<file path="config.mk">
export PLATFORM = sky130hd
export DESIGN_NAME = fpis_invalid_op_unit
export DESIGN_NICKNAME = d
export VERILOG_FILES = /design/src/include/fpis_pkg.sv /design/src/logic/fpis_invalid_op_unit.sv
export VERILOG_INCLUDE_DIRS = /design/src /design/src/include
export SDC_FILE = /design/constraint.sdc
export NUM_CORES = 1
export LEC_CHECK = 0
export BUFFER_PORTS_ARGS = -buffer_cell sky130_fd_sc_hd__buf_4
export CELL_PAD_IN_SITES_DETAIL_PLACEMENT = 1
export CELL_PAD_IN_SITES_GLOBAL_PLACEMENT = 1
export CORE_ASPECT_RATIO = 1.25
export CORE_MARGIN = 2
export CORE_UTILIZATION = 44
export DETAILED_ROUTE_END_ITERATION = 16
export GPL_ROUTABILITY_DRIVEN = 0
export PLACE_DENSITY = 0.9
export SYNTH_ARGS = -nofsm -noshare
export SYNTH_HDL_FRONTEND = slang
export SYNTH_SLANG_ARGS = --single-unit
</file>
<file path="constraint.sdc">
create_clock -name aclk -period 4.95 [get_ports aclk]
set_input_delay 0.99 -clock aclk [delete_from_list [all_inputs] [get_ports aclk]]
set_output_delay 0.99 -clock aclk [all_outputs]
set_load 0.05 [all_outputs]
</file>
<file path="src/include/fpis_consts.svh">
// offsets, field positions, reset values and codes of the invalid-op unit
`ifndef FPIS_CONSTS_SVH
`define FPIS_CONSTS_SVH
// ----------------------------------------------------------------
// register byte offsets
// ----------------------------------------------------------------
`define FPIS_OFF_STATUS 8'h00
`define FPIS_OFF_CTRL 8'h04
`define FPIS_OFF_TAGS 8'h08
`define FPIS_OFF_TOP 8'h0C
`define FPIS_OFF_IRQ_STAT 8'h10
`define FPIS_OFF_IRQ_MASK 8'h14
// ----------------------------------------------------------------
// field positions
// ----------------------------------------------------------------
`define FPIS_BIT_IE 0
`define FPIS_BIT_SF 6
`define FPIS_BIT_ES 7
`define FPIS_BIT_C1 9
`define FPIS_BIT_IM 0
`define FPIS_EV_STACK 0
`define FPIS_EV_OPND 1
`define FPIS_EV_HAND 2
// ----------------------------------------------------------------
// reset values and codes
// ----------------------------------------------------------------
`define FPIS_RST_CTRL 16'h0001
`define FPIS_RST_TAGS 16'hFFFF
`define FPIS_RST_TOP 3'h0
`define FPIS_TAG_VALID 2'h0
`define FPIS_TAG_SPECIAL 2'h2
`define FPIS_TAG_EMPTY 2'h3
`define FPIS_RESP_OKAY 2'h0
`define FPIS_RESP_SLVERR 2'h2
`define FPIS_NUM_REGS 8
`endif

</file>
<file path="src/include/fpis_pkg.sv">
// types shared by the invalid-op unit and its bench
package fpis_pkg;
	// instruction kinds seen by the unit
	typedef enum logic [3:0] {
		K_LD_EXT = 4'h0, // extended load from memory, push
		K_LD_SD = 4'h1, // single/double load, push
		K_LD_INT = 4'h2, // integer load, push
		K_LD_BCD = 4'h3, // decimal load, push
		K_LD_CONST = 4'h4, // constant load, push
		K_LD_REG = 4'h5, // register copy, push
		K_ST_EXT = 4'h6, // extended store to memory
		K_ST_SD = 4'h7, // single/double store
		K_ST_INT = 4'h8, // integer store
		K_ST_BCD = 4'h9, // decimal store
		K_MATH = 4'hA, // math on st0 and st(i)
		K_COMPARE = 4'hB, // compare st0 with st(i)
		K_SIGN = 4'hC, // absolute value, sign change
		K_XCHG = 4'hD, // exchange st0 and st(i)
		K_EXAMINE = 4'hE, // examine st0
		K_CONTROL = 4'hF // control, environment, no stack operand
	} fpis_kind_t;
	// form of the indefinite value
	typedef enum logic [1:0] {
		FORM_FLOAT = 2'h0,
		FORM_INT = 2'h1,
		FORM_BCD = 2'h2
	} fpis_form_t;
endpackage

</file>
<file path="src/logic/fpis_invalid_op_unit.sv">
// invalid-operation and register-stack fault unit with axi4-lite registers
`timescale 1ns/1ps
`default_nettype none
`include "fpis_consts.svh"
module fpis_invalid_op_unit (
	// clock and reset
	input wire logic aclk,
	input wire logic aresetn,
	// axi4-lite write address and data
	input wire logic [7:0] s_axi_awaddr,
	input wire logic s_axi_awvalid,
	output logic s_axi_awready,
	input wire logic [31:0] s_axi_wdata,
	input wire logic [3:0] s_axi_wstrb,
	input wire logic s_axi_wvalid,
	output logic s_axi_wready,
	// axi4-lite write response
	output logic [1:0] s_axi_bresp,
	output logic s_axi_bvalid,
	input wire logic s_axi_bready,
	// axi4-lite read
	input wire logic [7:0] s_axi_araddr,
	input wire logic s_axi_arvalid,
	output logic s_axi_arready,
	output logic [31:0] s_axi_rdata,
	output logic [1:0] s_axi_rresp,
	output logic s_axi_rvalid,
	input wire logic s_axi_rready,
	// instruction from the pipeline
	input wire logic op_valid,
	input wire fpis_pkg::fpis_kind_t op_kind,
	input wire logic [2:0] op_sti,
	input wire logic op_pop,
	input wire logic op_operand_invalid,
	// outcome of each instruction
	output logic res_valid,
	output logic res_stack_fault,
	output logic res_invalid_operand,
	output logic res_indef_write,
	output fpis_pkg::fpis_form_t res_indef_form,
	output logic res_handler_req,
	output logic [2:0] stack_top,
	output logic irq
);
	import fpis_pkg::*;

	// ----------------------------------------------------------------
	// state
	// ----------------------------------------------------------------
	logic ie_q, sf_q, es_q, c1_q; // status word flags
	logic [15:0] ctrl_q; // control word
	logic [15:0] tags_q; // two tag bits per entry
	logic [2:0] top_q; // stack-top pointer
	logic [2:0] ev_q, mask_q; // interrupt status and mask
	logic irq_q;
	logic res_v_q, res_sf_q, res_ia_q, res_ind_q, res_h_q;
	fpis_form_t res_form_q;
	logic aw_held_q, w_held_q, awready_q, wready_q, bvalid_q, bresp_err_q;
	logic arready_q, rvalid_q, rresp_err_q;
	logic [7:0] awaddr_q;
	logic [31:0] wdata_q, rdata_q;
	logic [3:0] wstrb_q;

	// ----------------------------------------------------------------
	// instruction classification
	// ----------------------------------------------------------------
	wire logic is_push = op_kind inside {K_LD_EXT, K_LD_SD, K_LD_INT,
		K_LD_BCD, K_LD_CONST, K_LD_REG};
	wire logic is_store = op_kind inside {K_ST_EXT, K_ST_SD, K_ST_INT,
		K_ST_BCD};
	// arithmetic kinds only; moves, ext loads/stores, sign ops are not
	wire logic is_arith = op_kind inside {K_LD_SD, K_LD_INT, K_LD_BCD,
		K_ST_SD, K_ST_INT, K_ST_BCD, K_MATH, K_COMPARE};
	wire logic uses_st0 = is_store || op_kind inside {K_MATH, K_COMPARE,
		K_SIGN, K_XCHG};
	wire logic uses_sti = op_kind inside {K_LD_REG, K_MATH, K_COMPARE,
		K_XCHG};

	// ----------------------------------------------------------------
	// tag checks
	// ----------------------------------------------------------------
	wire logic [2:0] idx_b = top_q + op_sti; // st(i), wraps mod 8
	wire logic [2:0] idx_push = top_q - 3'h1; // slot below top
	wire logic [1:0] tag_a = tags_q[{top_q, 1'b0} +: 2];
	wire logic [1:0] tag_b = tags_q[{idx_b, 1'b0} +: 2];
	wire logic [1:0] tag_p = tags_q[{idx_push, 1'b0} +: 2];
	// sources are looked at before anything commits
	wire logic underflow = op_valid && ((uses_st0 &&
		tag_a == `FPIS_TAG_EMPTY) || (uses_sti &&
		tag_b == `FPIS_TAG_EMPTY));
	// any tag but empty counts as occupied
	wire logic overflow = op_valid && is_push && !underflow &&
		tag_p != `FPIS_TAG_EMPTY;
	wire logic stack_fault = underflow || overflow;
	// operand faults from non-arithmetic kinds are dropped
	wire logic opnd_fault = op_valid && is_arith && op_operand_invalid &&
		!stack_fault;
	wire logic invalid = stack_fault || opnd_fault;
	wire logic masked = ctrl_q[`FPIS_BIT_IM];
	wire logic handler = invalid && !masked;
	wire logic has_dest = is_push || is_store || op_kind inside {K_MATH,
		K_SIGN, K_XCHG};
	wire logic indef = invalid && masked && has_dest;
	wire fpis_form_t form = (op_kind == K_ST_INT) ? FORM_INT :
		(op_kind == K_ST_BCD) ? FORM_BCD : FORM_FLOAT;
	wire logic commit = op_valid && !handler;

	// ----------------------------------------------------------------
	// stack update ports
	// ----------------------------------------------------------------
	wire logic do_pop = commit && op_pop && !is_push;
	// port a: st0 emptied by a pop or refilled by an exchange
	wire logic a_en = do_pop || (commit && op_kind == K_XCHG);
	wire logic [1:0] a_val = (op_kind == K_XCHG) ?
		((tag_b == `FPIS_TAG_EMPTY) ? `FPIS_TAG_SPECIAL : tag_b) :
		`FPIS_TAG_EMPTY;
	// port b: result register
	wire logic b_en = commit && (is_push || op_kind inside {K_MATH,
		K_XCHG} || (op_kind == K_SIGN && indef));
	wire logic [2:0] b_idx = is_push ? idx_push :
		(op_kind == K_XCHG || (op_kind == K_MATH && op_pop)) ?
		idx_b : top_q;
	wire logic [1:0] b_val = (op_kind == K_XCHG) ?
		((tag_a == `FPIS_TAG_EMPTY) ? `FPIS_TAG_SPECIAL : tag_a) :
		indef ? `FPIS_TAG_SPECIAL : `FPIS_TAG_VALID;
	// eight slots, pointer arithmetic wraps at the ends
	wire logic [2:0] top_d = (commit && is_push) ? idx_push :
		do_pop ? top_q + 3'h1 : top_q;

	// ----------------------------------------------------------------
	// register access decode
	// ----------------------------------------------------------------
	wire logic do_write = aw_held_q && w_held_q && !bvalid_q;
	wire logic do_read = s_axi_arvalid && arready_q;
	wire logic [15:0] wmask = {{8{wstrb_q[1]}}, {8{wstrb_q[0]}}};
	wire logic wr_ok = awaddr_q[7:5] == 3'h0 && awaddr_q[1:0] == 2'h0 &&
		awaddr_q[4:2] <= 3'h5;
	wire logic wr_stat = do_write && awaddr_q == `FPIS_OFF_STATUS;
	wire logic wr_ctrl = do_write && awaddr_q == `FPIS_OFF_CTRL;
	wire logic wr_tags = do_write && awaddr_q == `FPIS_OFF_TAGS;
	wire logic wr_top = do_write && awaddr_q == `FPIS_OFF_TOP &&
		wstrb_q[0];
	wire logic wr_evst = do_write && awaddr_q == `FPIS_OFF_IRQ_STAT &&
		wstrb_q[0];
	wire logic wr_mask = do_write && awaddr_q == `FPIS_OFF_IRQ_MASK &&
		wstrb_q[0];
	wire logic [15:0] wd = wdata_q[15:0] & wmask;
	wire logic [15:0] stat_word = {6'h00, c1_q, 1'b0, es_q, sf_q,
		5'h00, ie_q};
	wire logic [15:0] stat_wr = (stat_word & ~wmask) | wd;
	wire logic [15:0] tags_sw = (tags_q & ~wmask) | wd;
	wire logic rd_ok = s_axi_araddr[7:5] == 3'h0 &&
		s_axi_araddr[1:0] == 2'h0 && s_axi_araddr[4:2] <= 3'h5;
	wire logic [15:0] rd_val =
		(s_axi_araddr == `FPIS_OFF_STATUS) ? stat_word :
		(s_axi_araddr == `FPIS_OFF_CTRL) ? ctrl_q :
		(s_axi_araddr == `FPIS_OFF_TAGS) ? tags_q :
		(s_axi_araddr == `FPIS_OFF_TOP) ? {13'h0000, top_q} :
		(s_axi_araddr == `FPIS_OFF_IRQ_STAT) ? {13'h0000, ev_q} :
		(s_axi_araddr == `FPIS_OFF_IRQ_MASK) ? {13'h0000, mask_q} :
		16'h0000;

	// ----------------------------------------------------------------
	// status flag next values, hardware set wins over software
	// ----------------------------------------------------------------
	wire logic ie_d = invalid || (wr_stat ? stat_wr[`FPIS_BIT_IE] : ie_q);
	// only a stack fault touches sf; operand faults leave it
	wire logic sf_d = stack_fault ||
		(wr_stat ? stat_wr[`FPIS_BIT_SF] : sf_q);
	wire logic c1_d = stack_fault ? overflow :
		(wr_stat ? stat_wr[`FPIS_BIT_C1] : c1_q);
	wire logic [15:0] ctrl_d = wr_ctrl ? ((ctrl_q & ~wmask) | wd) : ctrl_q;
	wire logic [2:0] ev_set = {handler, opnd_fault, stack_fault};
	wire logic [2:0] ev_d = ev_set |
		(ev_q & ~(wr_evst ? wdata_q[2:0] : 3'h0));

	// ----------------------------------------------------------------
	// per-entry tag update
	// ----------------------------------------------------------------
	genvar gi;
	generate
		for (gi = 0; gi < `FPIS_NUM_REGS; gi++) begin : g_tag
			wire logic [2:0] me = 3'(gi);
			always_ff @(posedge aclk) begin
				if (!aresetn) begin
					tags_q[2*gi +: 2] <= 2'h3;
				end else if (a_en && top_q == me) begin
					tags_q[2*gi +: 2] <= a_val;
				end else if (b_en && b_idx == me) begin
					tags_q[2*gi +: 2] <= b_val;
				end else if (wr_tags) begin
					tags_q[2*gi +: 2] <= tags_sw[2*gi +: 2];
				end
			end
		end
	endgenerate

	// ----------------------------------------------------------------
	// status, control, stack pointer and interrupt registers
	// ----------------------------------------------------------------
	always_ff @(posedge aclk) begin
		if (!aresetn) begin
			ie_q <= 1'b0;
			sf_q <= 1'b0;
			c1_q <= 1'b0;
			es_q <= 1'b0;
			ctrl_q <= `FPIS_RST_CTRL;
			top_q <= `FPIS_RST_TOP;
			ev_q <= 3'h0;
			mask_q <= 3'h0;
			irq_q <= 1'b0;
		end else begin
			ie_q <= ie_d;
			sf_q <= sf_d;
			c1_q <= c1_d;
			// summary follows the pending invalid flag while IM is clear
			es_q <= ie_d && !ctrl_d[`FPIS_BIT_IM];
			ctrl_q <= ctrl_d;
			// any committed instruction beats software write, even one that leaves the pointer
			top_q <= (commit || !wr_top) ? top_d : wdata_q[2:0];
			ev_q <= ev_d;
			mask_q <= wr_mask ? wdata_q[2:0] : mask_q;
			irq_q <= |(ev_d & (wr_mask ? wdata_q[2:0] : mask_q));
		end
	end

	// ----------------------------------------------------------------
	// per-instruction outcome pulses
	// ----------------------------------------------------------------
	always_ff @(posedge aclk) begin
		if (!aresetn) begin
			res_v_q <= 1'b0;
			res_sf_q <= 1'b0;
			res_ia_q <= 1'b0;
			res_ind_q <= 1'b0;
			res_h_q <= 1'b0;
			res_form_q <= FORM_FLOAT;
		end else begin
			res_v_q <= op_valid;
			res_sf_q <= stack_fault;
			res_ia_q <= opnd_fault;
			res_ind_q <= indef;
			res_h_q <= handler;
			res_form_q <= form;
		end
	end

	// ----------------------------------------------------------------
	// axi4-lite write channel
	// ----------------------------------------------------------------
	wire logic aw_take = s_axi_awvalid && awready_q;
	wire logic w_take = s_axi_wvalid && wready_q;
	wire logic aw_held_d = aw_held_q ? !do_write : aw_take;
	wire logic w_held_d = w_held_q ? !do_write : w_take;
	wire logic bvalid_d = do_write || (bvalid_q && !s_axi_bready);
	always_ff @(posedge aclk) begin
		if (!aresetn) begin
			aw_held_q <= 1'b0;
			w_held_q <= 1'b0;
			awready_q <= 1'b0;
			wready_q <= 1'b0;
			bvalid_q <= 1'b0;
			bresp_err_q <= 1'b0;
			awaddr_q <= 8'h00;
			wdata_q <= 32'h00000000;
			wstrb_q <= 4'h0;
		end else begin
			aw_held_q <= aw_held_d;
			w_held_q <= w_held_d;
			awready_q <= !aw_held_d && !bvalid_d;
			wready_q <= !w_held_d && !bvalid_d;
			bvalid_q <= bvalid_d;
			bresp_err_q <= do_write ? !wr_ok : bresp_err_q;
			awaddr_q <= aw_take ? s_axi_awaddr : awaddr_q;
			wdata_q <= w_take ? s_axi_wdata : wdata_q;
			wstrb_q <= w_take ? s_axi_wstrb : wstrb_q;
		end
	end

	// ----------------------------------------------------------------
	// axi4-lite read channel
	// ----------------------------------------------------------------
	always_ff @(posedge aclk) begin
		if (!aresetn) begin
			arready_q <= 1'b0;
			rvalid_q <= 1'b0;
			rresp_err_q <= 1'b0;
			rdata_q <= 32'h00000000;
		end else if (do_read) begin
			arready_q <= 1'b0;
			rvalid_q <= 1'b1;
			rresp_err_q <= !rd_ok;
			rdata_q <= {16'h0000, rd_val};
		end else begin
			arready_q <= !rvalid_q || s_axi_rready;
			rvalid_q <= rvalid_q && !s_axi_rready;
		end
	end

	// ----------------------------------------------------------------
	// outputs
	// ----------------------------------------------------------------
	assign s_axi_awready = awready_q;
	assign s_axi_wready = wready_q;
	assign s_axi_bvalid = bvalid_q;
	assign s_axi_bresp = bresp_err_q ? `FPIS_RESP_SLVERR : `FPIS_RESP_OKAY;
	assign s_axi_arready = arready_q;
	assign s_axi_rvalid = rvalid_q;
	assign s_axi_rdata = rdata_q;
	assign s_axi_rresp = rresp_err_q ? `FPIS_RESP_SLVERR : `FPIS_RESP_OKAY;
	assign res_valid = res_v_q;
	assign res_stack_fault = res_sf_q;
	assign res_invalid_operand = res_ia_q;
	assign res_indef_write = res_ind_q;
	assign res_indef_form = res_form_q;
	assign res_handler_req = res_h_q;
	assign stack_top = top_q;
	assign irq = irq_q;
endmodule
`default_nettype wire

</file>
# == Word level (Yosys, flattened, before mapping) ==
# Index checks and enable logic that the tools add are counted.
# W data, S select, Z words.
# classes
addsub,3
n_mul,0
div,0
n_lt_le_gt_ge,2
n_eq_ne,41
n_shift,3
n_mux,54
bitwise_logic,13
n_reduce_logical,119
# ops
cell,count
$mux W2,32
$logic_and A1 B1 Y1,59
$and A16 B16 Y16,3
$mux W16,3
$shiftx A16 B5 Y2,3
$eq A8 B4 Y1 const B,4
$eq A8 B5 Y1 const B,4
$or A16 B16 Y16,2
$mux W3,10
$reduce_bool A3 Y1,9
$eq A3 B3 Y1 const B,8
$eq A4 B4 Y1 const B,6
$logic_not A1 Y1,17
$eq A4 B3 Y1 const B,4
$eq A8 B3 Y1 const B,2
$logic_not A8 Y1,2
$not A16 Y16,1
$logic_or A1 B1 Y1,15
$eq A3 B2 Y1 const B,4
$logic_not A3 Y1,4
$reduce_bool A4 Y1,3
$and A10 B10 Y10,1
$or A10 B10 Y10,1
$mux W1,9
other kinds (21),29
# totals
ff_bits,104
latch_bits,0
mem_bits_rw,0
rom_bits,0
inputBits,69
output_inout_bits,52
mem_count,0

# == Depth between registers and ports, before layout ==
# Gate-level depths: netlist of run 1.
# logic_depth
ltp_word,21
ltp_mapped,14

# == Worst setup path after synthesis of run 1 ==
# OpenSTA, ideal clock, no wires.
# synth_timing
path_type,input -> register
start,input op_sti[0]
end,register (tool-made name)
setup_time_ps,69
t_arrival_ps,3631
required_ps,4881
path_slack_ps,1250
cell_stages,12
n_path_buf,1
path_cell_list,ha_1 -> inv_1 -> fa_1 -> buf_2 -> mux4_2 -> nand3b_1 -> a2bb2oi_1 -> nor2_2 -> a21oi_2 -> or4_4 -> mux2_4 -> o21ai_1
# synth_lines
item,line_no,text
from (decl),fpis_invalid_op_unit.sv:32,"input wire logic [2:0] op_sti,"

==> impl_metrics.xml, run 1 <==
<?xml version="1.0" encoding="UTF-8"?>
<metrics>
  <group name="cells_and_area">
    <metric name="post_route_cells_drive_above_1_share" unit="">0.179</metric>
    <metric name="fin_nets" unit="">844</metric>
    <metric name="n_antenna_cell" unit="">0</metric>
    <metric name="area_delta_synth_final" unit="%">16.2</metric>
  </group>
  <group name="global_routing">
    <metric name="antenna_found_initial" unit="">0</metric>
    <metric name="grt_remaining_overflow" unit="">0</metric>
    <metric name="grtUsageTotal" unit="">0.270</metric>
    <metric name="grt_pass1_wl" unit="um">30400</metric>
    <metric name="grt_pass1_vias" unit="">5921</metric>
    <metric name="maximum_number_of_pins_on_one_net_before_global_route_repair" unit="">42</metric>
  </group>
  <group name="worst_setup_path">
    <metric name="r2r.worst_path.cells" unit="">11</metric>
    <metric name="end_kind" unit="">register</metric>
    <metric name="start_kind" unit="">input pin</metric>
    <metric name="worst_ep_arrival_time" unit="ps">4280</metric>
    <metric name="worst_ep_required_time" unit="ps">5220</metric>
    <metric name="timing.critical_path.fanout_max" unit="">22</metric>
    <metric name="critical_path_class" unit="">in -&gt; reg</metric>
  </group>
  <group name="yosys">
    <metric name="synth_xor_area_frac" unit="">0.00847</metric>
    <metric name="async_flop_share" unit="">0</metric>
    <metric name="primary_ff_master_synth" unit="">sky130_fd_sc_hd__dfxtp_1</metric>
    <metric name="synth_adder_area_share" unit="">0.0208</metric>
    <metric name="synth_cell_type_count" unit="">72</metric>
    <metric name="synth_top_family_by_area" unit="">simple AND/OR/NAND/NOR gates</metric>
    <metric name="synth.cell_area" unit="um2">5760</metric>
    <metric name="ys_warn_count" unit="">0</metric>
    <metric name="netlist.top_cell.by_area" unit="">sky130_fd_sc_hd__dfxtp_1</metric>
    <metric name="share_of_the_synthesized_area_in_compound_gates_ao_oa_aoi_oai" unit="">0.182</metric>
    <metric name="synth_area_per_cell" unit="um2">8.10</metric>
    <metric name="ff_latch_count_synth" unit="">104</metric>
    <metric name="synthesis.instances" unit="">711</metric>
    <metric name="post_synth_mux_area_share" unit="">0.104</metric>
    <metric name="yosys.area_share.simple" unit="">0.258</metric>
    <metric name="synth_area_leaders" unit="">sky130_fd_sc_hd__dfxtp_1 36%, sky130_fd_sc_hd__nand2_1 7.4%, sky130_fd_sc_hd__mux2i_1 5.0%, sky130_fd_sc_hd__a21oi_1 4.8%, sky130_fd_sc_hd__nor2_1 3.8%</metric>
    <metric name="synth_seq_area_share" unit="">0.361</metric>
    <metric name="synth_top_area_share" unit="">0.361</metric>
    <metric name="synth_edf_count" unit="">0</metric>
  </group>
  <group name="clock_network">
    <metric name="clock_sink_count" unit="">104</metric>
    <metric name="clk_path_buf_depth" unit="">2</metric>
    <metric name="post_cts_resize_count" unit="">0</metric>
    <metric name="tritoncts.num_buffers" unit="">9</metric>
    <metric name="post-cts-setup-buffers" unit="">0</metric>
    <metric name="hold_buffers" unit="">0</metric>
    <metric name="clkTransAtPathRegs" unit="ps">70</metric>
    <metric name="tritoncts" unit="">built</metric>
    <metric name="h_tree_levels" unit="">3</metric>
    <metric name="clkLatencyLatePin" unit="ps">350</metric>
    <metric name="cts-root-buf" unit="">sky130_fd_sc_hd__clkbuf_16</metric>
  </group>
  <group name="floorplanning">
    <metric name="boundaryPins" unit="">121</metric>
    <metric name="core_area" unit="um2">12700</metric>
    <metric name="floorplan.initialDensity" unit="">0.453</metric>
    <metric name="die_w" unit="um">106</metric>
    <metric name="floorplan.rows" unit="">46</metric>
    <metric name="dieHeight" unit="um">132</metric>
    <metric name="die_footprint" unit="um2">14000</metric>
  </group>
  <group name="drt">
    <metric name="routed-via-count" unit="">5673</metric>
    <metric name="postRouteAntennaNets" unit="">0</metric>
    <metric name="remaining_drc_errors" unit="">0</metric>
    <metric name="detailedRoute.firstIterationViolations" unit="">415</metric>
    <metric name="vias_per_cell" unit="">6.04</metric>
    <metric name="drt_wl_total" unit="um">18700</metric>
    <metric name="routed_wire_length_per_instance" unit="um">19.9</metric>
    <metric name="drt_first_pass_iters" unit="">5</metric>
  </group>
  <group name="flow_run">
    <metric name="max_cap_violations" unit="">0</metric>
  </group>
  <group name="sta">
    <metric name="tns" unit="ps">0</metric>
    <metric name="minimum_period_implied_by_the_final_worst_setup_slack" unit="ps">4010</metric>
    <metric name="finalSetupViolCount" unit="">0</metric>
    <metric name="clock_skew" unit="ps">9.04</metric>
    <metric name="final-hold-violation-count" unit="">0</metric>
    <metric name="timing.final.crit_share" unit="">0.809</metric>
    <metric name="final_max_slew_viols" unit="">0</metric>
    <metric name="tightestPinTransition" unit="ps">874</metric>
    <metric name="slew_headroom" unit="">0.415</metric>
    <metric name="max_clock_freq" unit="GHz">0.250</metric>
    <metric name="unrepaired_setup_endpoints_after_global_routing" unit="">no</metric>
    <metric name="finalWorstSetupSlack" unit="ps">945</metric>
  </group>
  <group name="run_status">
    <metric name="run_status" unit="">completed</metric>
  </group>
  <group name="hold_path">
    <metric name="hold-path-cell-count" unit="">2</metric>
    <metric name="hold_class" unit="">reg -&gt; reg</metric>
  </group>
  <group name="placement">
    <metric name="dpl_worst_slack" unit="ps">624</metric>
    <metric name="dp_hpwl" unit="um">13700</metric>
    <metric name="numPortBuffers" unit="">84</metric>
  </group>
  <group name="power_and_ir_drop">
    <metric name="worst_ir_drop_vdd" unit="mV">0.147</metric>
    <metric name="total_power" unit="mW">2.17</metric>
    <metric name="leakagePower" unit="nW">2.66</metric>
    <metric name="p_per_area" unit="nW/um2">324</metric>
  </group>
</metrics>
[cells in the final DEF (no fill, tap or decap), types with 5 or more instances in the layout]
master and n:
sky130_fd_sc_hd__a21oi_1 55, sky130_fd_sc_hd__o21ai_0 21, sky130_fd_sc_hd__nor2_1 59, sky130_fd_sc_hd__nand2b_1 6
sky130_fd_sc_hd__mux2_2 10, sky130_fd_sc_hd__and3_1 7, sky130_fd_sc_hd__and2_1 17, sky130_fd_sc_hd__clkbuf_16 9
sky130_fd_sc_hd__a31oi_1 11, sky130_fd_sc_hd__conb_1 18, sky130_fd_sc_hd__buf_4 91, sky130_fd_sc_hd__nand4_1 5
sky130_fd_sc_hd__mux4_2 8, sky130_fd_sc_hd__nand3_1 24, sky130_fd_sc_hd__ha_1 8, sky130_fd_sc_hd__or3_1 6
sky130_fd_sc_hd__mux2i_1 29, sky130_fd_sc_hd__o21ai_1 9, sky130_fd_sc_hd__nand2_1 114, sky130_fd_sc_hd__o211ai_1 6
sky130_fd_sc_hd__nor3_1 25, sky130_fd_sc_hd__inv_1 10, sky130_fd_sc_hd__dfxtp_1 104, sky130_fd_sc_hd__nand3b_1 7
sky130_fd_sc_hd__a22oi_1 16
[stage by stage]
step                instances  hold WS (ps)  instance area [um2]  utilization
floorplan                 728           422                 5830            -
global placement          923           438                 6390        0.502
detailed placement        923           455                 6390        0.502
CTS                       939           465                 6690        0.526
global route              939           488                 6690        0.526
finish                    939           466                 6690        0.526
[synthesized netlist by cell type (all sizes together) (3+ instances only)]
cell type	count
o21ai	30
mux4	8
o211ai	6
nor4	5
and4	3
nand2b	6
nor2	61
a32oi	3
nand4	5
nand2	114
a31oi	11
nor3	25
mux2i	29
or4	4
and2	18
nand3b	7
a22oi	16
nor4b	3
nand3	24
mux2	11
dfxtp	104
ha	8
a21o	4
a221oi	4
or2	4
nand4b	4
clkbuf	33
or3	6
a2bb2oi	3
inv	10
xnor2	3
and3	7
nor2b	4
a211oi	4
a21oi	57
buf	31
[worst paths after layout]
path / from / to / slack [ps]
max: op_sti[0] / register / 940
min: register / register / 470
max reg2reg: stack_top[1]$_SDFFE_PN0P_ / register / 1120
min reg2reg: register / register / 470
[critical path: stages]
cell and delay, ps:
sky130_fd_sc_hd__buf_4 80, sky130_fd_sc_hd__ha_1 130, sky130_fd_sc_hd__inv_1 40, sky130_fd_sc_hd__fa_1 700
sky130_fd_sc_hd__mux4_2 580, sky130_fd_sc_hd__nand3_1 110, sky130_fd_sc_hd__a2bb2oi_1 100, sky130_fd_sc_hd__nor2_2 150
sky130_fd_sc_hd__a21o_1 550, sky130_fd_sc_hd__and3_1 330, sky130_fd_sc_hd__mux2_2 350, sky130_fd_sc_hd__o211ai_1 150
[per-layer routing]
layer  track usage  wire [um]  part of all wire  vias to the layer above
met2         0.480       9460              0.51                      260
li1              -          -                 -                     2621
met1         0.328       7440              0.40                     2746
met3        0.0371       1240             0.066                       46
met4        0.0980        539             0.029                        0
met5             0          0                 0                        -
[kinds of logic (layout without fill, tap and decap cells)]
family	count (synthesis)	after routing
xor+xnor	4	4
other cells	1	18
simple gates	305	305
fa+ha+maj	9	9
buf+inv	76	119
mux	48	48
compound gates	164	164
flops	104	104
[final cells by class]
type	instances	area (um2)
Sequential cell	104	2080
Fill cell	1548	6030
Tap cell	168	210
Timing Repair Buffer	91	683
Clock inverter	6	65.1
Multi-Input combinational cell	548	3370
Inverter	12	45.0
Clock buffer	10	239
[power breakdown]
part	internal, mW	switching [mW]
Combinational	0.183	0.323
Sequential	0.876	0.0491
Clock	0.408	0.330
Power figures use the tool's default switching activity.
==> inputs of run 2 (changes only) <==
--- a/config.mk
+++ b/config.mk
@@ -11,10 +11,10 @@
 export CELL_PAD_IN_SITES_GLOBAL_PLACEMENT = 1
 export CORE_ASPECT_RATIO = 1.25
 export CORE_MARGIN = 2
-export CORE_UTILIZATION = 44
+export CORE_UTILIZATION = 40
 export DETAILED_ROUTE_END_ITERATION = 16
 export GPL_ROUTABILITY_DRIVEN = 0
-export PLACE_DENSITY = 0.9
+export PLACE_DENSITY = 0.84
 export SYNTH_ARGS = -nofsm -noshare
 export SYNTH_HDL_FRONTEND = slang
 export SYNTH_SLANG_ARGS = --single-unit
==> constraint.sdc (replaced) <==
create_clock -name aclk -period 4.2 [get_ports aclk]
set_input_delay 0.84 -clock aclk [delete_from_list [all_inputs] [get_ports aclk]]
set_output_delay 0.84 -clock aclk [all_outputs]
set_load 0.05 [all_outputs]
==> impl_metrics.xml, run 2 (synthesis gave the netlist of run 1 again) <==
<?xml version="1.0" encoding="UTF-8"?>
<metrics>
  <group name="cells_and_area">
    <metric name="fillers" unit="">1754</metric>
    <metric name="post_route_cells_drive_above_1_share" unit="">0.182</metric>
    <metric name="fin_area" unit="um2">6730</metric>
    <metric name="layout_commonest_cell" unit="">sky130_fd_sc_hd__nand2_1</metric>
    <metric name="fin_nets" unit="">849</metric>
    <metric name="n_antenna_cell" unit="">0</metric>
    <metric name="multiInputGateArea" unit="um2">3370</metric>
    <metric name="most-common-layout-cells" unit="">114 x sky130_fd_sc_hd__nand2_1, 104 x sky130_fd_sc_hd__dfxtp_1, 96 x sky130_fd_sc_hd__buf_4, 59 x sky130_fd_sc_hd__nor2_1, 55 x sky130_fd_sc_hd__a21oi_1</metric>
    <metric name="area_delta_synth_final" unit="%">16.8</metric>
    <metric name="area.sequential" unit="um2">2080</metric>
  </group>
  <group name="clock_network">
    <metric name="clkTransAtPathRegs" unit="ps">70</metric>
    <metric name="hold_buffers" unit="">0</metric>
    <metric name="cts-root-buf" unit="">sky130_fd_sc_hd__clkbuf_16</metric>
    <metric name="tritoncts.num_buffers" unit="">9</metric>
    <metric name="clkLatencyLatePin" unit="ps">350</metric>
    <metric name="tritoncts" unit="">built</metric>
    <metric name="clock_sink_count" unit="">104</metric>
    <metric name="clk_path_buf_depth" unit="">2</metric>
    <metric name="post-cts-setup-buffers" unit="">0</metric>
    <metric name="h_tree_levels" unit="">3</metric>
    <metric name="post_cts_resize_count" unit="">0</metric>
  </group>
  <group name="worst_setup_path">
    <metric name="crit_path_start" unit="">op_sti[0]</metric>
    <metric name="critical_path_class" unit="">in -&gt; reg</metric>
    <metric name="cp.buffers_inverters" unit="">2</metric>
    <metric name="worst_ep_arrival_time" unit="ps">3970</metric>
    <metric name="r2r_slack" unit="ps">600</metric>
    <metric name="worst_ep_required_time" unit="ps">4420</metric>
    <metric name="critPathMaxStageDelay" unit="ps">680</metric>
    <metric name="worstReg2RegStart" unit="">stack_top[0]$_SDFFE_PN0P_</metric>
    <metric name="start_kind" unit="">input pin</metric>
    <metric name="end_kind" unit="">register</metric>
    <metric name="timing.critical_path.slowest_stage_cell" unit="">sky130_fd_sc_hd__fa_1</metric>
    <metric name="cp_cell_sequence" unit="">buf_4 &gt; ha_1 &gt; inv_1 &gt; fa_1 &gt; mux4_2 &gt; nand3b_1 &gt; a2bb2oi_1 &gt; or2_2 &gt; o21ai_1 &gt; o31a_1 &gt; mux2_2 &gt; o211ai_1</metric>
    <metric name="crit_family" unit="">compound AO/OA/AOI/OAI gates</metric>
    <metric name="timing.critical_path.fanout_max" unit="">5</metric>
  </group>
  <group name="power_and_ir_drop">
    <metric name="pwr-share-seq" unit="">0.429</metric>
    <metric name="p_int" unit="mW">1.72</metric>
    <metric name="power_switching_share" unit="">0.325</metric>
    <metric name="switchingPower" unit="uW">826</metric>
    <metric name="worst_ir_drop_vdd" unit="mV">0.195</metric>
    <metric name="p_per_area" unit="nW/um2">378</metric>
    <metric name="leakagePower" unit="nW">2.68</metric>
    <metric name="power.share.combinational" unit="">0.237</metric>
    <metric name="pwr-share-clk" unit="">0.334</metric>
  </group>
  <group name="placement">
    <metric name="numPortBuffers" unit="">84</metric>
    <metric name="dp_hpwl" unit="um">14100</metric>
    <metric name="placedInstanceArea" unit="um2">6440</metric>
  </group>
  <group name="drt">
    <metric name="drt_wl_total" unit="um">18800</metric>
    <metric name="postRouteAntennaNets" unit="">0</metric>
    <metric name="routed_wire_length_per_instance" unit="um">19.7</metric>
    <metric name="routed-via-count" unit="">5574</metric>
    <metric name="remaining_drc_errors" unit="">0</metric>
    <metric name="detailedRoute.firstIterationViolations" unit="">376</metric>
    <metric name="vias_per_cell" unit="">5.84</metric>
    <metric name="drt_first_pass_iters" unit="">5</metric>
  </group>
  <group name="hold_path">
    <metric name="hold_class" unit="">reg -&gt; reg</metric>
  </group>
  <group name="sta">
    <metric name="unrepaired_setup_endpoints_after_global_routing" unit="">no</metric>
    <metric name="final-hold-violation-count" unit="">0</metric>
    <metric name="timing.final.crit_share" unit="">0.894</metric>
    <metric name="minimum_period_implied_by_the_final_worst_setup_slack" unit="ps">3750</metric>
    <metric name="max_clock_freq" unit="GHz">0.266</metric>
    <metric name="final_max_slew_viols" unit="">0</metric>
    <metric name="finalSetupViolCount" unit="">0</metric>
    <metric name="slew_headroom" unit="">0.387</metric>
    <metric name="tightestPinTransition" unit="ps">916</metric>
    <metric name="tns" unit="ps">0</metric>
    <metric name="clock_skew" unit="ps">4.59</metric>
  </group>
  <group name="floorplanning">
    <metric name="core_area" unit="um2">14200</metric>
    <metric name="dieHeight" unit="um">138</metric>
    <metric name="floorplan.rows" unit="">49</metric>
    <metric name="die_footprint" unit="um2">15400</metric>
    <metric name="die_w" unit="um">111</metric>
    <metric name="boundaryPins" unit="">121</metric>
    <metric name="floorplan.initialDensity" unit="">0.405</metric>
  </group>
  <group name="global_routing">
    <metric name="grt_remaining_overflow" unit="">0</metric>
    <metric name="grt_pass1_vias" unit="">5767</metric>
    <metric name="grtUsageTotal" unit="">0.240</metric>
    <metric name="grt_pass1_wl" unit="um">30000</metric>
    <metric name="maximum_number_of_pins_on_one_net_before_global_route_repair" unit="">36</metric>
    <metric name="antenna_found_initial" unit="">0</metric>
  </group>
  <group name="run_status">
    <metric name="run_status" unit="">completed</metric>
  </group>
  <group name="flow_run">
    <metric name="max_cap_violations" unit="">0</metric>
  </group>
</metrics>
run 2: per-stage QoR:
stage	hold slack (ps)	instances	total power [mW]	setup WS, ps	utilization
2_1_floorplan	422	728	1.52	591	-
3_3_place_gp	439	938	1.67	180	0.453
3_5_place_dp	447	938	1.70	119	0.453
4_1_cts	457	954	2.55	474	0.473
5_1_grt	479	954	2.64	290	0.473
6_report	456	954	2.54	445	0.473
run 2: worst register-to-register path: cells and delay by family (launching register included):
family | cells | cell delay (ps)
flops | 1 | 330
fa+ha+maj | 1 | 450
buf+inv | 2 | 420
simple gates | 2 | 360
mux | 1 | 410
compound gates | 5 | 1500
run 2: per-layer routing:
| layer | GRT usage | part of all wire | vias to the layer above |
|---|---|---|---|
| met5 | 0 | 0 | - |
| met4 | 0.0851 | 0.029 | 0 |
| met3 | 0.0390 | 0.052 | 42 |
| met2 | 0.420 | 0.50 | 174 |
| met1 | 0.300 | 0.42 | 2731 |
| li1 | - | - | 2627 |
run 2: cell type report:
type	count	share of cell area
Inverter	12	0.00669
Multi-Input combinational cell	548	0.501
Clock buffer	11	0.0346
Clock inverter	5	0.00837
Timing Repair Buffer	96	0.107
Sequential cell	104	0.309
Tap cell	178	0.0331
run 2: power groups by stage:
stage | registers (mW) | logic [mW] | clock network [mW]
5_1_grt | 1.10 | 0.644 | 0.900
4_1_cts | 1.09 | 0.595 | 0.865
6_report | 1.09 | 0.601 | 0.849
3_5_place_dp | 1.11 | 0.591 | 0
3_3_place_gp | 1.11 | 0.568 | 0
2_1_floorplan | 1.13 | 0.390 | 0
run 2: path summary, 6_finish.rpt:
check / to / cells after the start
worst min register to register: register / 2
worst min-delay path: register / 2
worst max-delay path: register / 12
worst max register to register: stack_top[0]$_SDFFE_PN0P_ / 11
